<file path="config.mk">
export PLATFORM = sky130hd
export DESIGN_NAME = acl_codec_top
export DESIGN_NICKNAME = d
export VERILOG_FILES = /design/src/include/acl_pkg.sv /design/src/include/acl_stream_if.sv /design/src/logic/acl_codec_top.sv /design/src/logic/acl_fifo.sv /design/src/logic/acl_g711.sv
export SDC_FILE = /design/constraint.sdc
export NUM_CORES = 1
export LEC_CHECK = 0
export ABC_AREA = 1
export BUFFER_PORTS_ARGS = -buffer_cell sky130_fd_sc_hd__buf_4
export CAP_MARGIN = 25
export CORE_AREA = 2 2 252 354
export CTS_BUF_LIST = sky130_fd_sc_hd__clkbuf_2 sky130_fd_sc_hd__clkbuf_4 sky130_fd_sc_hd__clkbuf_8
export CTS_CLUSTER_DIAMETER = 100
export DETAILED_ROUTE_END_ITERATION = 8
export DIE_AREA = 0 0 254 356
export HOLD_SLACK_MARGIN = 0.03
export MAX_ROUTING_LAYER = met4
export PLACE_DENSITY_LB_ADDON = 0.15
export SKIP_LAST_GASP = 1
export SLEW_MARGIN = 20
export SYNTH_ARGS = -nofsm -noshare
export SYNTH_HDL_FRONTEND = slang
export SYNTH_SLANG_ARGS = --single-unit
export TNS_END_PERCENT = 30
</file>
<file path="constraint.sdc">
create_clock -name clk_i -period 9.6 [get_ports clk_i]
set_input_delay 1.92 -clock clk_i [delete_from_list [all_inputs] [get_ports clk_i]]
set_output_delay 1.92 -clock clk_i [all_outputs]
set_load 0.01 [all_outputs]
</file>
<file path="src/include/acl_pkg.sv">
// Constants and types shared by the companding and loopback block.
// Assumes a 100 MHz single clock and a 32-bit classic Wishbone register bus.
package acl_pkg;

    // Register indices; byte address is four times the index
    localparam logic [5:0] ACL_IDX_CTRL = 6'h05;
    localparam logic [5:0] ACL_IDX_STAT = 6'h06;
    localparam logic [5:0] ACL_IDX_WLEN = 6'h07;

    // Control field positions and reset values
    localparam int unsigned ACL_B_TX_LOOP = 0;
    localparam int unsigned ACL_B_TX_COMP = 1;
    localparam int unsigned ACL_B_RX_COMP = 3;
    localparam int unsigned ACL_B_BYTE8   = 5;
    localparam int unsigned ACL_B_RX_LOOP = 6;
    localparam int unsigned ACL_CTRL_W    = 7;
    localparam logic [6:0]  ACL_CTRL_RST  = 7'h00;
    localparam logic [1:0]  ACL_WLEN_RST  = 2'h0;

    // Status field positions
    localparam int unsigned ACL_S_LEVEL = 0;
    localparam int unsigned ACL_S_FULL  = 5;
    localparam int unsigned ACL_S_EMPTY = 6;
    localparam int unsigned ACL_S_BYTE  = 7;
    localparam int unsigned ACL_S_DACV  = 8;

    // Word masks, audio left justified in a 32-bit word
    localparam logic [31:0] ACL_MASK_8  = 32'hff000000;
    localparam logic [31:0] ACL_MASK_16 = 32'hffff0000;
    localparam logic [31:0] ACL_MASK_20 = 32'hfffff000;
    localparam logic [31:0] ACL_MASK_24 = 32'hffffff00;
    localparam logic [31:0] ACL_MASK_32 = 32'hffffffff;

    // Companding constants
    localparam logic [7:0]  ACL_MU_INV  = 8'hff;
    localparam logic [7:0]  ACL_A_INV   = 8'h55;
    localparam logic [13:0] ACL_MU_CLIP = 14'h1fde;
    localparam logic [13:0] ACL_MU_BIAS = 14'h0021;
    localparam logic [15:0] ACL_MU_DBIAS = 16'h0084;
    localparam logic [15:0] ACL_A_SEG1  = 16'h0108;
    localparam logic [15:0] ACL_A_SEG0  = 16'h0008;

    localparam int unsigned ACL_WORD_W     = 32;
    localparam int unsigned ACL_FIFO_DEPTH = 16;

    typedef enum logic [1:0] {
        ACL_COMP_OFF,
        ACL_COMP_RSVD,
        ACL_COMP_MU,
        ACL_COMP_A
    } acl_comp_t;

endpackage

</file>
<file path="src/include/acl_stream_if.sv">
// Valid/ready word stream between the block's own modules.
// Assumes both ends run on the same clock.
`timescale 1ns/1ps
interface acl_stream_if #(parameter int unsigned W = 32);
    logic         valid;
    logic         ready;
    logic [W-1:0] data;
    modport src (output valid, output data, input ready);
    modport snk (input valid, input data, output ready);
endinterface

</file>
<file path="src/logic/acl_codec_top.sv">
// Companding and digital loopback between converter streams and the audio interface.
// Assumes same-clock stream partners and a classic Wishbone master.
`timescale 1ns/1ps

////////////////////////////////////////////////////////////////////////////////
// Summary of operation
// - Independent companding on transmit and receive paths
// - Selects at 4:3 and 2:1; 01 reserved
// - Byte mode overrides normal interface word length
// - Receive loopback feeds received words into transmit
// - Transmit loopback feeds transmit words to converter
// - Invert codes: mu all bits, A even bits
// - Code sits in top eight word bits
// - Compress 13/12-bit linear to 8, expand back
// - Eight segments, finer steps at low amplitude
// - Code: sign bit7, exponent 6:4, mantissa 3:0
// - Piecewise G.711 laws, mu 255, A 87.6
// - Bit 5 forces byte words, else normal
module acl_codec_top
    import acl_pkg::*;
(
    input  wire logic        clk_i,
    input  wire logic        rst_i,
    input  wire logic        wb_cyc_i,
    input  wire logic        wb_stb_i,
    input  wire logic        wb_we_i,
    input  wire logic [7:0]  wb_adr_i,
    input  wire logic [3:0]  wb_sel_i,
    input  wire logic [31:0] wb_dat_i,
    output logic      [31:0] wb_dat_o,
    output logic             wb_ack_o,
    input  wire logic        adc_valid_i,
    output logic             adc_ready_o,
    input  wire logic [15:0] adc_data_i,
    output logic             tx_valid_o,
    input  wire logic        tx_ready_i,
    output logic      [31:0] tx_data_o,
    input  wire logic        rx_valid_i,
    output logic             rx_ready_o,
    input  wire logic [31:0] rx_data_i,
    output logic             dac_valid_o,
    input  wire logic        dac_ready_i,
    output logic      [15:0] dac_data_o
);

    ////////////////////////////////////////////////////////////////////////////
    // Word length decode, shared by both directions
    function automatic logic [31:0] word_mask(input logic byte8, input logic [1:0] wl);
        logic [31:0] m;
        case (wl)
            2'h0:    m = ACL_MASK_16;
            2'h1:    m = ACL_MASK_20;
            2'h2:    m = ACL_MASK_24;
            default: m = ACL_MASK_32;
        endcase
        if (byte8) begin
            m = ACL_MASK_8;
        end
        return m;
    endfunction

    ////////////////////////////////////////////////////////////////////////////
    // Control state
    logic [ACL_CTRL_W-1:0] ctrl;
    logic [1:0]            interface_word_length;
    logic                  tx_loop;
    logic                  rx_loop;
    logic                  force_byte_word;
    acl_comp_t             tx_mode;
    acl_comp_t             rx_mode;
    logic                  tx_comp_on;
    logic                  rx_comp_on;
    logic [31:0]           len_mask;

    assign tx_loop         = ctrl[ACL_B_TX_LOOP];
    assign rx_loop         = ctrl[ACL_B_RX_LOOP];
    assign force_byte_word = ctrl[ACL_B_BYTE8];
    assign tx_mode         = acl_comp_t'(ctrl[ACL_B_TX_COMP +: 2]);
    assign rx_mode         = acl_comp_t'(ctrl[ACL_B_RX_COMP +: 2]);
    // Reserved select code behaves as off
    assign tx_comp_on      = (tx_mode == ACL_COMP_MU) || (tx_mode == ACL_COMP_A);
    assign rx_comp_on      = (rx_mode == ACL_COMP_MU) || (rx_mode == ACL_COMP_A);
    assign len_mask        = word_mask(force_byte_word, interface_word_length);

    ////////////////////////////////////////////////////////////////////////////
    // Wishbone slave: ack one cycle after request, write at the ack edge
    logic        bus_req;
    logic        bus_take;
    logic [5:0]  reg_idx;
    logic        hit_ctrl;
    logic        hit_stat;
    logic        hit_wlen;
    logic        wr_now;
    logic [31:0] stat_word;
    logic [31:0] rd_mux;
    logic [4:0]  fifo_level;

    acl_stream_if #(.W(ACL_WORD_W)) fifo_in ();
    acl_stream_if #(.W(ACL_WORD_W)) fifo_out ();

    assign bus_req  = wb_cyc_i & wb_stb_i;
    assign bus_take = bus_req & ~wb_ack_o;
    assign reg_idx  = wb_adr_i[7:2];
    assign hit_ctrl = (reg_idx == ACL_IDX_CTRL);
    assign hit_stat = (reg_idx == ACL_IDX_STAT);
    assign hit_wlen = (reg_idx == ACL_IDX_WLEN);
    assign wr_now   = bus_req & wb_we_i & wb_ack_o;
    assign rd_mux   = hit_ctrl ? 32'(ctrl)
                    : hit_stat ? stat_word
                    : hit_wlen ? 32'(interface_word_length)
                    : '0;

    always_comb begin
        stat_word                       = '0;
        stat_word[ACL_S_LEVEL +: 5]     = fifo_level;
        stat_word[ACL_S_FULL]           = ~fifo_in.ready;
        stat_word[ACL_S_EMPTY]          = ~fifo_out.valid;
        stat_word[ACL_S_BYTE]           = force_byte_word;
        stat_word[ACL_S_DACV]           = dac_valid_o;
    end

    always_ff @(posedge clk_i) begin
        if (rst_i) begin
            wb_ack_o <= 1'b0;
            wb_dat_o <= '0;
        end else begin
            wb_ack_o <= bus_take;
            wb_dat_o <= bus_take ? rd_mux : wb_dat_o;
        end
    end

    // Control register; bits above the loopback read as zero
    always_ff @(posedge clk_i) begin
        if (rst_i) begin
            ctrl                  <= ACL_CTRL_RST;
            interface_word_length <= ACL_WLEN_RST;
        end else if (wr_now) begin
            if (hit_ctrl && wb_sel_i[0]) begin
                ctrl <= wb_dat_i[ACL_CTRL_W-1:0];
            end
            if (hit_wlen && wb_sel_i[0]) begin
                interface_word_length <= wb_dat_i[1:0];
            end
        end
    end

    ////////////////////////////////////////////////////////////////////////////
    // Companding engine
    logic [7:0]  enc_code;
    logic [15:0] dec_lin;
    logic [31:0] dac_src;

    acl_g711 u_g711 (
        .enc_alaw_i (tx_mode == ACL_COMP_A),
        .lin_i      (adc_data_i),
        .code_o     (enc_code),
        .dec_alaw_i (rx_mode == ACL_COMP_A),
        .code_i     (dac_src[31:24]),
        .lin_o      (dec_lin)
    );

    ////////////////////////////////////////////////////////////////////////////
    // Transmit path into the FIFO
    logic [31:0] tx_word;

    // Code in the top byte, or linear sample, cut to word length
    assign tx_word       = len_mask & (tx_comp_on ? {enc_code, 24'h000000} : {adc_data_i, 16'h0000});
    // Received words replace converter samples on the transmit side
    assign fifo_in.valid = rx_loop ? rx_valid_i : adc_valid_i;
    assign fifo_in.data  = rx_loop ? rx_data_i : tx_word;
    assign adc_ready_o   = ~rx_loop & fifo_in.ready;

    acl_fifo #(
        .WIDTH (ACL_WORD_W),
        .DEPTH (ACL_FIFO_DEPTH)
    ) u_fifo (
        .clk_i   (clk_i),
        .rst_i   (rst_i),
        .in_s    (fifo_in),
        .out_s   (fifo_out),
        .level_o (fifo_level)
    );

    ////////////////////////////////////////////////////////////////////////////
    // Transmit output and receive path toward the output converter
    logic        dac_in_valid;
    logic        dac_in_ready;
    logic        dac_take;
    logic [31:0] dac_word;
    logic [15:0] next_dac;

    // Transmit words go to the converter instead of the interface
    assign tx_valid_o     = ~tx_loop & fifo_out.valid;
    assign tx_data_o      = fifo_out.data;
    assign fifo_out.ready = tx_loop ? dac_in_ready : tx_ready_i;
    assign dac_src        = tx_loop ? fifo_out.data : rx_data_i;
    assign dac_in_valid   = tx_loop ? fifo_out.valid : (~rx_loop & rx_valid_i);
    assign dac_in_ready   = ~dac_valid_o | dac_ready_i;
    assign rx_ready_o     = rx_loop ? fifo_in.ready : (~tx_loop & dac_in_ready);
    assign dac_take       = dac_in_valid & dac_in_ready;
    assign dac_word       = dac_src & len_mask;
    // Expanded code or plain linear top half
    assign next_dac       = rx_comp_on ? dec_lin : dac_word[31:16];

    always_ff @(posedge clk_i) begin
        if (rst_i) begin
            dac_valid_o <= 1'b0;
            dac_data_o  <= '0;
        end else if (dac_take) begin
            dac_valid_o <= 1'b1;
            dac_data_o  <= next_dac;
        end else if (dac_ready_i) begin
            dac_valid_o <= 1'b0;
        end
    end

    logic adc_take;
    assign adc_take = adc_valid_i & adc_ready_o;
endmodule

</file>
<file path="src/logic/acl_fifo.sv">
// Synchronous FIFO with valid/ready on both sides.
// Assumes one clock and synchronous active-high reset.
`timescale 1ns/1ps
module acl_fifo #(
    parameter int unsigned WIDTH = 32,
    parameter int unsigned DEPTH = 16
) (
    input  wire logic                     clk_i,
    input  wire logic                     rst_i,
    acl_stream_if.snk                     in_s,
    acl_stream_if.src                     out_s,
    output logic [$clog2(DEPTH):0]        level_o
);
    localparam int unsigned AW = $clog2(DEPTH);

    logic [WIDTH-1:0] mem [DEPTH];
    logic [AW-1:0]    wr_ptr;
    logic [AW-1:0]    rd_ptr;
    logic             push;
    logic             pop;

    assign in_s.ready  = (level_o != (AW+1)'(DEPTH));
    assign out_s.valid = (level_o != '0);
    assign out_s.data  = mem[rd_ptr];
    assign push        = in_s.valid & in_s.ready;
    assign pop         = out_s.valid & out_s.ready;

    always_ff @(posedge clk_i) begin
        if (push) begin
            mem[wr_ptr] <= in_s.data;
        end
    end

    always_ff @(posedge clk_i) begin
        if (rst_i) begin
            wr_ptr  <= '0;
            rd_ptr  <= '0;
            level_o <= '0;
        end else begin
            wr_ptr  <= push ? wr_ptr + 1'b1 : wr_ptr;
            rd_ptr  <= pop ? rd_ptr + 1'b1 : rd_ptr;
            level_o <= level_o + (AW+1)'(push) - (AW+1)'(pop);
        end
    end
endmodule

</file>
<file path="src/logic/acl_g711.sv">
// Segmented mu-law / A-law compressor and expander, combinational.
// Assumes 16-bit two's complement linear samples.
`timescale 1ns/1ps
module acl_g711
    import acl_pkg::*;
(
    input  wire logic        enc_alaw_i,
    input  wire logic [15:0] lin_i,
    output logic      [7:0]  code_o,
    input  wire logic        dec_alaw_i,
    input  wire logic [7:0]  code_i,
    output logic      [15:0] lin_o
);
    // Highest set bit among m[lo+7:lo+1], relative to lo; 0 if none
    function automatic logic [2:0] top_seg(input logic [12:0] m, input int unsigned lo);
        logic [2:0] s;
        s = 3'h0;
        for (int i = 1; i < 8; i++) begin
            if (m[lo+i]) s = 3'(i);
        end
        return s;
    endfunction

    logic        neg;
    logic [13:0] mu_s;
    logic [13:0] mu_abs;
    logic [12:0] mu_mag;
    logic [2:0]  mu_seg;
    logic [3:0]  mu_man;
    logic [12:0] a_s;
    logic [11:0] a_mag;
    logic [2:0]  a_seg;
    logic [3:0]  a_man;
    logic [7:0]  u;
    logic [15:0] mu_t;
    logic [7:0]  a;
    logic [15:0] a_t;

    assign neg    = lin_i[15];
    assign mu_s   = lin_i[15:2];
    assign mu_abs = neg ? 14'(-mu_s) : mu_s;
    assign mu_mag = 13'((mu_abs > ACL_MU_CLIP ? ACL_MU_CLIP : mu_abs) + ACL_MU_BIAS);
    assign mu_seg = top_seg(mu_mag, 5);
    assign mu_man = 4'(mu_mag >> ({1'b0, mu_seg} + 4'h1));
    assign a_s    = lin_i[15:3];
    assign a_mag  = neg ? ~a_s[11:0] : a_s[11:0];
    assign a_seg  = top_seg({1'b0, a_mag}, 4);
    assign a_man  = (a_seg == 3'h0) ? a_mag[4:1] : 4'(a_mag >> a_seg);
    // Sign, segment, mantissa, then inverted for the line
    assign code_o = enc_alaw_i ? ({~neg, a_seg, a_man} ^ ACL_A_INV)
                               : ({neg, mu_seg, mu_man} ^ ACL_MU_INV);

    // Expansion back to 16-bit linear
    assign u     = code_i ^ ACL_MU_INV;
    assign mu_t  = ((16'(u[3:0]) << 3) + ACL_MU_DBIAS) << u[6:4];
    assign a     = code_i ^ ACL_A_INV;
    assign a_t   = (a[6:4] == 3'h0) ? (16'(a[3:0]) << 4) + ACL_A_SEG0
                 : ((16'(a[3:0]) << 4) + ACL_A_SEG1) << (a[6:4] - 3'h1);
    assign lin_o = dec_alaw_i ? (a[7] ? a_t : 16'(-a_t))
                              : (u[7] ? 16'(ACL_MU_DBIAS - mu_t) : 16'(mu_t - ACL_MU_DBIAS));
endmodule
</file>
==> results of run 1 <==
==> power groups by stage <==
| stage | Combinational [mW] | Sequential (mW) | Clock [mW] |
|---|---|---|---|
| after global placement | 1.49 | 2.83 | 0 |
| after CTS | 1.52 | 2.79 | 2.10 |
| after global routing | 1.68 | 2.79 | 2.20 |
| after detailed placement | 1.52 | 2.84 | 0 |
| after floorplan | 0.948 | 2.83 | 0 |
| final | 1.50 | 2.79 | 2.04 |
==> flip-flops by register name, indices dropped and copies added (netlist names), named ones only <==
register               count
dac_data_o                16
u_fifo.rd_ptr              4
interface_word_length      2
ctrl                       7
u_fifo.wr_ptr              4
wb_ack_o                   1
u_fifo.mem               512
u_fifo.level_o             5
wb_dat_o                   9
dac_valid_o                1
==> layout make-up <==
| class | instances | area (sq um) |
|---|---|---|
| antenna | 1 | 2.50 |
| clock buffer | 123 | 1520 |
| clock inverter | 37 | 244 |
| fill | 8968 | 57400 |
| inverter | 180 | 684 |
| multi-input combinational | 1627 | 8360 |
| sequential | 565 | 16400 |
| tap | 1179 | 1480 |
| timing repair buffer | 177 | 1360 |
==> placed cells by master (no fill, tap or decap), types with 4 or more instances in the layout <==
cell type and count:
nand2_1 340, clkbuf_4 28, clkinv_2 8, nand3_2 6, xor2_1 4, nand2_2 17
nand3b_1 7, inv_2 14, clkbuf_8 95, o22ai_1 26, a31oi_1 9, nor2_4 16
nor2_1 361, nor2_2 5, xnor2_1 6, clkinv_1 27, buf_4 175, ha_1 23
a211oi_1 4, dfxtp_1 48, or2_2 5, conb_1 23, o211ai_1 52, o21a_1 4
nor3_1 7, nand3_1 169, nand2_4 4, o32ai_1 5, o21ai_0 326, o21ai_1 13
o21ai_2 4, a21oi_1 72, o221ai_1 90, edfxtp_1 512, inv_1 159, nand4_1 9
==> cell usage after synthesis (all sizes together) (2+ instances only) <==
cell type  count
nor2         382
dfxtp         53
xor2           5
o32ai          6
inv          176
a31oi          9
buf           56
nand3        175
o211ai        52
nand2        362
a22oi          2
a211oi         4
a41oi          2
xnor2          6
clkbuf       104
clkinv         4
nand3b         7
nor4           3
o21ai        343
o21a           4
o221ai        90
o22ai         26
nand4          9
a21oi         73
edfxtp       512
or2            5
nor3           8
ha            23
a21boi         2
==> layer usage <==
layer  vias to the layer above  part of all wire (%)  global-route usage, %
met2                       579                    50                   30.9
met4                         0                   3.0                   6.71
li1                       9198                     -                      -
met3                       127                   5.2                   2.58
met5                         -                     0                      -
met1                      9382                    42                   21.8
==> worst max path at each step <==
stage                        from                 end  slack [ns]  cells past startpoint
floorplan           adc_data_i[2]   u_fifo.mem[0][28]        4.16                     27
global placement    adc_data_i[2]  u_fifo.mem[12][26]        3.23                     30
detailed placement  adc_data_i[2]   u_fifo.mem[0][26]        3.13                     28
CTS                     flip-flop       tx_data_o[17]        3.60                      7
global route        adc_data_i[2]  u_fifo.mem[12][26]        3.46                     28
finish              adc_data_i[2]  u_fifo.mem[13][24]        3.91                     28
==> metrics by stage <==
stage | instances | hold slack, ns | cell area, sq um | setup slack, ns | util [%]
after global placement | 3726 | 0.445 | 28300 | 3.23 | 32.3
after CTS | 3886 | 0.465 | 30000 | 3.60 | 34.3
after global routing | 3889 | 0.485 | 30100 | 3.46 | 34.4
after detailed placement | 3726 | 0.456 | 28300 | 3.13 | 32.3
after floorplan | 2532 | 0.436 | 26100 | 4.16 | -
final | 3889 | 0.454 | 30100 | 3.91 | 34.4
==> cells by family (layout without fill, tap and decap cells) <==
logic type / count (synthesis) / in the layout / synth area share [%]
buffers and inverters: 340 / 517 / 5.54
xor gates and xnor gates: 11 / 11 / 0.399
other: 1 / 24 / 0.0144
adders and majority gates: 24 / 24 / 1.18
and+or+nand+nor: 952 / 952 / 15.4
DFF: 565 / 565 / 63.2
AOI/OAI and AO/OA: 617 / 617 / 14.2
==> worst max-delay path: cells and delay by family <==
kind	cells	cell delay [ns]
compound gates	1	0.16
buf+inv	3	0.28
simple gates	22	3.16
fa+ha+maj	2	0.40
==> results.json, run 1 <==
{
  "finClkSkew_ns": 0.0405,
  "fmaxAchievable_mhz": 176,
  "grt_pass1_vias": 19200,
  "critPathSlowestCell": "nand2_1",
  "syn_avg_cell_area_sq_um": 10.4,
  "numClockSinks": 565,
  "hp-class": "reg -> reg",
  "drt_iter0_markers": 1329,
  "outcome": "finished clean",
  "vias_per_cell": 4.96,
  "switchingPower_mw": 2.00,
  "antenna_found_initial": 1,
  "worst_pin_slew_ns": 1.02,
  "synth_area_leaders": "edfxtp_1 59%, o21ai_0 6.3%, nor2_1 5.4%",
  "numCtsBuffers": 92,
  "grt_pass1_wl_um": 120000,
  "ys_ff_latch": 565,
  "timing.setup.tns_ns": 0,
  "netlist_instances": 2510,
  "synth_edf_count": 512,
  "timing.final.crit_period_ns": 5.69,
  "crit_top_cell": "nand2_1",
  "cts_root_buf": "clkbuf_8",
  "sw_frac_of_total_pct": 31.6,
  "required_ns": 9.87,
  "wl_per_cell_um": 20.6,
  "synth_cell_types": 53,
  "max-cap-violations": 0,
  "h-tree-depth": 3,
  "peakVddDrop_uv": 102,
  "grt.overflow.total": 0,
  "leakage_nw": 11.1,
  "crit_fanout": 16,
  "hold_viol_final": 0,
  "synth.largest_area_cell": "edfxtp_1",
  "power.density_nw_per_um2": 210,
  "place_hpwl_um": 47400,
  "cts-hold-fix-buffers": 0,
  "grt_max_degree": 102,
  "timing.slew.headroom_pct": 31.8,
  "drv_slew": 0,
  "detail-route-antenna-nets": 0,
  "gp_congestion": 0.866,
  "fp.dieH_um": 356,
  "crit_type": "in -> reg",
  "max_stage_delay_ns": 0.40,
  "synth_ff_type": "edfxtp_1",
  "async_flop_share_pct": 0,
  "vias": 19300,
  "finalNetCount": 2768,
  "r2r_setup_slack_ns": 4.33,
  "power_mw": 6.33,
  "crit_path_start_kind": "input port",
  "drt_pre_antenna_iters": 6,
  "io_buffers": 132,
  "drt-total-wl_um": 80000,
  "clk_pin_slew_ns": 0.06,
  "whs_path_depth": 2,
  "cts_resized": 0,
  "drc_errors": 0,
  "die_area_sq_um": 90400,
  "grt_usage_pct": 18.2,
  "clkLatencyLatePin_ns": 0.69,
  "cts_tree": "built",
  "core_sq_um": 87500,
  "start_util_pct": 29.7,
  "io_pins": 186,
  "internal_power_mw": 4.33,
  "drive_gt1_share_pct": 14.8,
  "worstReg2RegEnd": "dac_data_o[13]",
  "power_frac_comb_pct": 23.7,
  "critPathArrivalTime_ns": 5.96,
  "clock_power_share_pct": 32.3,
  "cts_setup_buffers": 0,
  "syn_area_sq_um": 26000,
  "p_seq_share_pct": 44.0,
  "yosysWarnings": 0,
  "setup_violations": 0,
  "hold_start": "u_fifo.rd_ptr[3]",
  "seq_area_frac_synth_pct": 63.2,
  "r2r_cells": 26,
  "cts_buffer_depth": 3,
  "fin_crit_sh_pct": 59.3,
  "syn2layout_area_growth_pct": 15.7,
  "cp-end-kind": "flip-flop",
  "die_w_um": 254,
  "rsz0062_at_grt": "false",
  "rows": 129,
  "synth_top_area_share_pct": 59.1
}
Note: power is estimated with default switching activity, not from simulation.
==> inputs of run 2 (changes only) <==
==> constraint.sdc (replaced) <==
create_clock -name clk_i -period 5.93 [get_ports clk_i]
set_input_delay 1.186 -clock clk_i [delete_from_list [all_inputs] [get_ports clk_i]]
set_output_delay 1.186 -clock clk_i [all_outputs]
set_load 0.01 [all_outputs]
==> run 2 against run 1 <==
Effect of this change:
- critical endpoint is now u_fifo.mem[12][26]
- sequential power is 63% higher
- non-clock buffer count is 12 higher
- via count rose by 1.5%
- sequential cell count did not move
- highest routed layer unchanged
- critical path depth rose by 1
- clock power grew 68%
- largest cell class unchanged
- combinational power increased by 61%
- routed wire length grew 2.9%
- setup slack got worse by 2.9 ns
- largest power group unchanged
==> results.json, run 2 (synthesis gave the netlist of run 1 again) <==
{
  "detail-route-antenna-nets": 0,
  "hold_slack_ns": 0.474,
  "worstReg2RegEnd": "dac_data_o[13]",
  "stdcell_count": 3912,
  "cts_root_buf": "clkbuf_8",
  "cts_tree": "built",
  "worstSetupEndpoint": "u_fifo.mem[12][26]",
  "rsz0062_at_grt": "false",
  "antenna_found_initial": 3,
  "critPathSlowestCell": "o22ai_1",
  "grt.overflow.total": 0,
  "placed_cell_area_sq_um": 28500,
  "cp_top_family": "simple AND/OR/NAND/NOR gates",
  "io_buffers": 132,
  "drv_slew": 0,
  "dr.max_layer_used": "met4",
  "path_depth": 29,
  "wl_met3_um": 4310,
  "drive_gt1_share_pct": 15.7,
  "drt_pre_antenna_iters": 7,
  "place_hpwl_um": 49800,
  "r2r_setup_slack_ns": 1.15,
  "critPathBufInv": 3,
  "timing.setup.tns_ns": 0,
  "drc_errors": 0,
  "power.density_nw_per_um2": 342,
  "rows": 129,
  "reg.largest.list": "u_fifo.mem x512, dac_data_o x16, wb_dat_o x9",
  "core_sq_um": 87500,
  "finClkSkew_ns": 0.0454,
  "vias": 19600,
  "final_common_cell": "edfxtp_1",
  "nFillCells": 8912,
  "numClockSinks": 565,
  "timing.final.crit_period_ns": 4.93,
  "required_ns": 6.21,
  "cts_setup_buffers": 0,
  "h-tree-depth": 3,
  "wl_met1_um": 35400,
  "crit_path_start": "adc_data_i[2]",
  "grt_usage_pct": 18.6,
  "syn2layout_area_growth_pct": 16.8,
  "vias_per_cell": 5.00,
  "fmaxAchievable_mhz": 203,
  "wl_met2_um": 39900,
  "crit_type": "in -> reg",
  "leakage_nw": 11.3,
  "place_inst": 3738,
  "critPathArrivalTime_ns": 5.21,
  "outcome": "finished clean",
  "hp-class": "reg -> reg",
  "r2r_cells": 22,
  "drt_iter0_markers": 1267,
  "finalNetCount": 2780,
  "final_cell_mix": "512 x edfxtp_1, 361 x nor2_1, 340 x nand2_1",
  "grt_pass1_wl_um": 122000,
  "hold_start": "wb_dat_o[7]",
  "cts_resized": 0,
  "hold_viol_final": 0,
  "worst_pin_slew_ns": 0.957,
  "io_pins": 186,
  "setup_violations": 0,
  "grt_pass1_vias": 19700,
  "fp.dieH_um": 356,
  "crit_path_start_kind": "input port",
  "largest-register": "u_fifo.mem",
  "die_area_sq_um": 90400,
  "wl_per_cell_um": 21.0,
  "timing.slew.headroom_pct": 36.2,
  "final_area_sq_um": 30400,
  "crit_top_cell": "nand2_1",
  "largest_register_ff_count": 512,
  "grt_max_degree": 142,
  "numCtsBuffers": 92,
  "fin_crit_sh_pct": 83.1,
  "peakVddDrop_uv": 218,
  "start_util_pct": 29.7,
  "crit_fanout": 16,
  "max_stage_delay_ns": 0.41,
  "max-cap-violations": 0,
  "cp-end-kind": "flip-flop",
  "die_w_um": 254,
  "clkLatencyLatePin_ns": 0.70,
  "drt-total-wl_um": 82300,
  "cts_buffer_depth": 3,
  "cts-hold-fix-buffers": 0,
  "clk_pin_slew_ns": 0.06,
  "gp_congestion": 0.871
}
run 2: changes by cell type in the layout (fill, tap and decap cells not counted), sizes merged:
| cell | change |
|---|---|
| clkbuf | +19 |
| buf | +12 |
| clkinv | -6 |
| bufinv | -2 |
run 2: final cells by class:
cell class / instances / area, sq um / share of cell area (%)
timing repair buffer: 189 / 1550 / 5.09
inverter: 180 / 684 / 2.25
sequential: 565 / 16400 / 54.1
clock inverter: 29 / 163 / 0.535
tap: 1179 / 1480 / 4.86
antenna: 1 / 2.50 / 0.00824
clock buffer: 142 / 1720 / 5.65
multi-input combinational: 1627 / 8340 / 27.5
run 2: worst min-delay path by stage:
| stage | endpoint | cells after the start |
|---|---|---|
| floorplan | flip-flop | 2 |
| global placement | flip-flop | 2 |
| detailed placement | wb_dat_o[7] | 2 |
| CTS | wb_dat_o[7] | 2 |
| global route | u_fifo.rd_ptr[2] | 2 |
| finish | wb_dat_o[7] | 2 |
run 2: metal layers:
| layer | up-vias | global-route usage, % |
|---|---|---|
| met5 | - | - |
| li1 | 9234 | - |
| met3 | 154 | 2.80 |
| met1 | 9574 | 22.8 |
| met4 | 0 | 7.19 |
| met2 | 605 | 30.8 |
run 2: through the flow:
stage / util (%) / power, mW / setup WS [ns]
after floorplan: - / 6.11 / 1.22
after global placement: 32.5 / 7.04 / 0.395
after detailed placement: 32.6 / 7.08 / 0.307
after CTS: 34.7 / 10.5 / 1.06
after global routing: 34.7 / 10.9 / 0.552
final: 34.7 / 10.4 / 1.00
run 2: worst min-delay path: cells and delay by family (launching register included):
family           cells  cell delay [ns]
AO/OA/AOI/OAI        1             0.06
AND/OR/NAND/NOR      1             0.06
flip-flops           1             0.31
run 2: power by group:
| group | leakage, nW | internal (mW) | switching, mW |
|---|---|---|---|
| registers | 5.27 | 4.45 | 0.0930 |
| logic | 4.99 | 0.775 | 1.64 |
| clock network | 0.999 | 1.89 | 1.55 |
| total | 11.3 | 7.12 | 3.28 |
==> inputs of run 3 (changes only) <==
==> constraint.sdc (replaced) <==
create_clock -name clk_i -period 4.3 [get_ports clk_i]
set_input_delay 0.86 -clock clk_i [delete_from_list [all_inputs] [get_ports clk_i]]
set_output_delay 0.86 -clock clk_i [all_outputs]
set_load 0.01 [all_outputs]
==> run 3 against run 2 <==
Effect of this change:
- combinational power increased by 46%
- register-to-register slack got worse by 0.78 ns
- via count increased by 1.6%
- first-iteration DRC count increased by 11%
- global-route usage increased by 0.19 points
- power increased by 39%
- critical endpoint is now tx_data_o[22]
- cell count increased by 2.8%
- count of clock-buffer cells in the layout decreased by 6
- worst hold slack got worse by 0.036 ns
- non-clock buffer count increased by 113
==> results.json, run 3 (synthesis gave the netlist of run 1 again) <==
{
  "outcome": "finished clean",
  "drv_slew": 0,
  "setup_violations": 0,
  "fin_ws_ns": 0.213,
  "internal_power_mw": 9.87,
  "drc_errors": 0,
  "final_area_sq_um": 31300,
  "leakage_nw": 11.8,
  "whs_path_depth": 3,
  "crit_fanout": 89,
  "cts_tree": "built",
  "finalNetCount": 2897,
  "io_pins": 186,
  "drive_gt1_share_pct": 19.2,
  "placed_cell_area_sq_um": 29300,
  "power_frac_comb_pct": 24.4,
  "wl_per_cell_um": 20.6,
  "h-tree-depth": 3,
  "die_area_sq_um": 90400,
  "syn2layout_area_growth_pct": 20.2,
  "power.density_nw_per_um2": 463,
  "clkLatencyLatePin_ns": 0.70,
  "grt_usage_pct": 18.8,
  "crit_path_cell_trace": "inv_6 > buf_12 > buf_4 > o21ai_0 > o221ai_1 > nand3_1 > nand2_1 > buf_4",
  "required_ns": 3.44,
  "rsz0062_at_grt": "false",
  "place_hpwl_um": 51900,
  "fin_crit_sh_pct": 95.0,
  "timing.setup.tns_ns": 0,
  "hold_viol_final": 0,
  "vias_per_cell": 4.94,
  "clk_pin_slew_ns": 0.06,
  "peakVddDrop_uv": 249,
  "fmaxAchievable_mhz": 245,
  "final_cell_mix": "512 x edfxtp_1, 360 x nor2_1, 338 x nand2_1",
  "crit_top_cell": "buf_4",
  "r2r_setup_slack_ns": 0.37,
  "grt_pass1_vias": 19900,
  "cts_buffer_depth": 3,
  "max-cap-violations": 0,
  "critPathArrivalTime_ns": 3.23,
  "start_util_pct": 29.7,
  "p_seq_share_pct": 43.1,
  "vias": 19900,
  "grt_max_degree": 145,
  "reg.largest.list": "u_fifo.mem x512, dac_data_o x16, wb_dat_o x9",
  "cts_root_buf": "clkbuf_8",
  "antenna_found_initial": 2,
  "cts-hold-fix-buffers": 0,
  "pre_cts_ws_ns": -0.400,
  "clock_power_share_pct": 32.5,
  "timing.slew.headroom_pct": 42.7,
  "die_w_um": 254,
  "grt_pass1_wl_um": 123000,
  "switchingPower_mw": 4.60,
  "gp_congestion": 0.881,
  "drt_pre_antenna_iters": 5,
  "critPathSlowestCell": "buf_4",
  "r2r_cells": 22,
  "numClockSinks": 565,
  "cp-end-kind": "output port",
  "io_buffers": 132,
  "crit_path_start_kind": "flip-flop",
  "final_common_cell": "edfxtp_1",
  "finClkSkew_ns": 0.0436,
  "hold_start": "wb_dat_i[0]",
  "worst_pin_slew_ns": 0.856,
  "drt_iter0_markers": 1404,
  "whs_endpoint": "interface_word_length[0]",
  "detail-route-antenna-nets": 0,
  "grt.overflow.total": 0,
  "crit_type": "reg -> out",
  "hold_slack_ns": 0.438,
  "drt-total-wl_um": 83000,
  "numCtsBuffers": 96,
  "hp-class": "in -> reg",
  "largest_register_ff_count": 512,
  "fp.dieH_um": 356,
  "sw_frac_of_total_pct": 31.8,
  "worstReg2RegEnd": "dac_data_o[10]",
  "core_sq_um": 87500,
  "rows": 129,
  "timing.final.crit_period_ns": 4.09,
  "max_stage_delay_ns": 0.43,
  "largest-register": "u_fifo.mem"
}
-- run 3: how the worst max path moves through the flow --
stage,slack [ns],depth (start not counted),end
2_1_floorplan,0.15,24,u_fifo.mem[0][30]
3_3_place_gp,-0.40,33,u_fifo.mem[6][26]
3_5_place_dp,-0.40,33,u_fifo.mem[4][26]
4_1_cts,0.09,8,tx_data_o[22]
5_1_grt,0.003,8,tx_data_o[20]
6_report,0.21,8,tx_data_o[22]
-- run 3: routing by layer --
metal	vias to the layer above	GRT usage [%]	routed length [um]
met5	-	-	0
met4	0	6.34	2230
met3	128	2.70	4340
met2	598	31.7	41200
met1	9689	23.0	35300
li1	9460	-	-
-- run 3: cell type report --
cell class | count | area (sq um)
fill | 8899 | 56200
clock buffer | 136 | 1650
antenna | 2 | 5.00
tap | 1179 | 1480
multi-input combinational | 1627 | 8370
sequential | 565 | 16400
inverter | 180 | 684
timing repair buffer | 302 | 2430
clock inverter | 29 | 199
-- run 3: power by group through the flow --
stage               Sequential [mW]  Combinational (mW)  Clock, mW
floorplan                      6.31                2.12          0
global placement               6.35                3.50          0
detailed placement             6.35                3.54          0
CTS                            6.24                3.56       4.84
global route                   6.25                3.94       5.06
finish                         6.23                3.53       4.71
-- run 3: per-stage QoR --
stage / cells / power, mW / utilization, %
3_5_place_dp: 3851 / 9.89 / 33.5
5_1_grt: 4020 / 15.2 / 35.7
6_report: 4020 / 14.5 / 35.7
4_1_cts: 4016 / 14.6 / 35.7
3_3_place_gp: 3851 / 9.84 / 33.5
2_1_floorplan: 2532 / 8.43 / -
-- run 3: what timing repair did --
action | in CTS | in global routing
endpoints found under the setup margin | 6 | 72
setup buffers | 0 | 1
pin swaps | 0 | 2
resized for setup | 3 | 5
endpoints found under the hold margin | 0 | 0
-- run 3: critical path, delay by kind of cell, from the launching register on --
kind            cells  cell delay, ns
compound gates      2            0.38
buf+inv             4            1.24
flops               1            0.42
simple gates        2            0.41
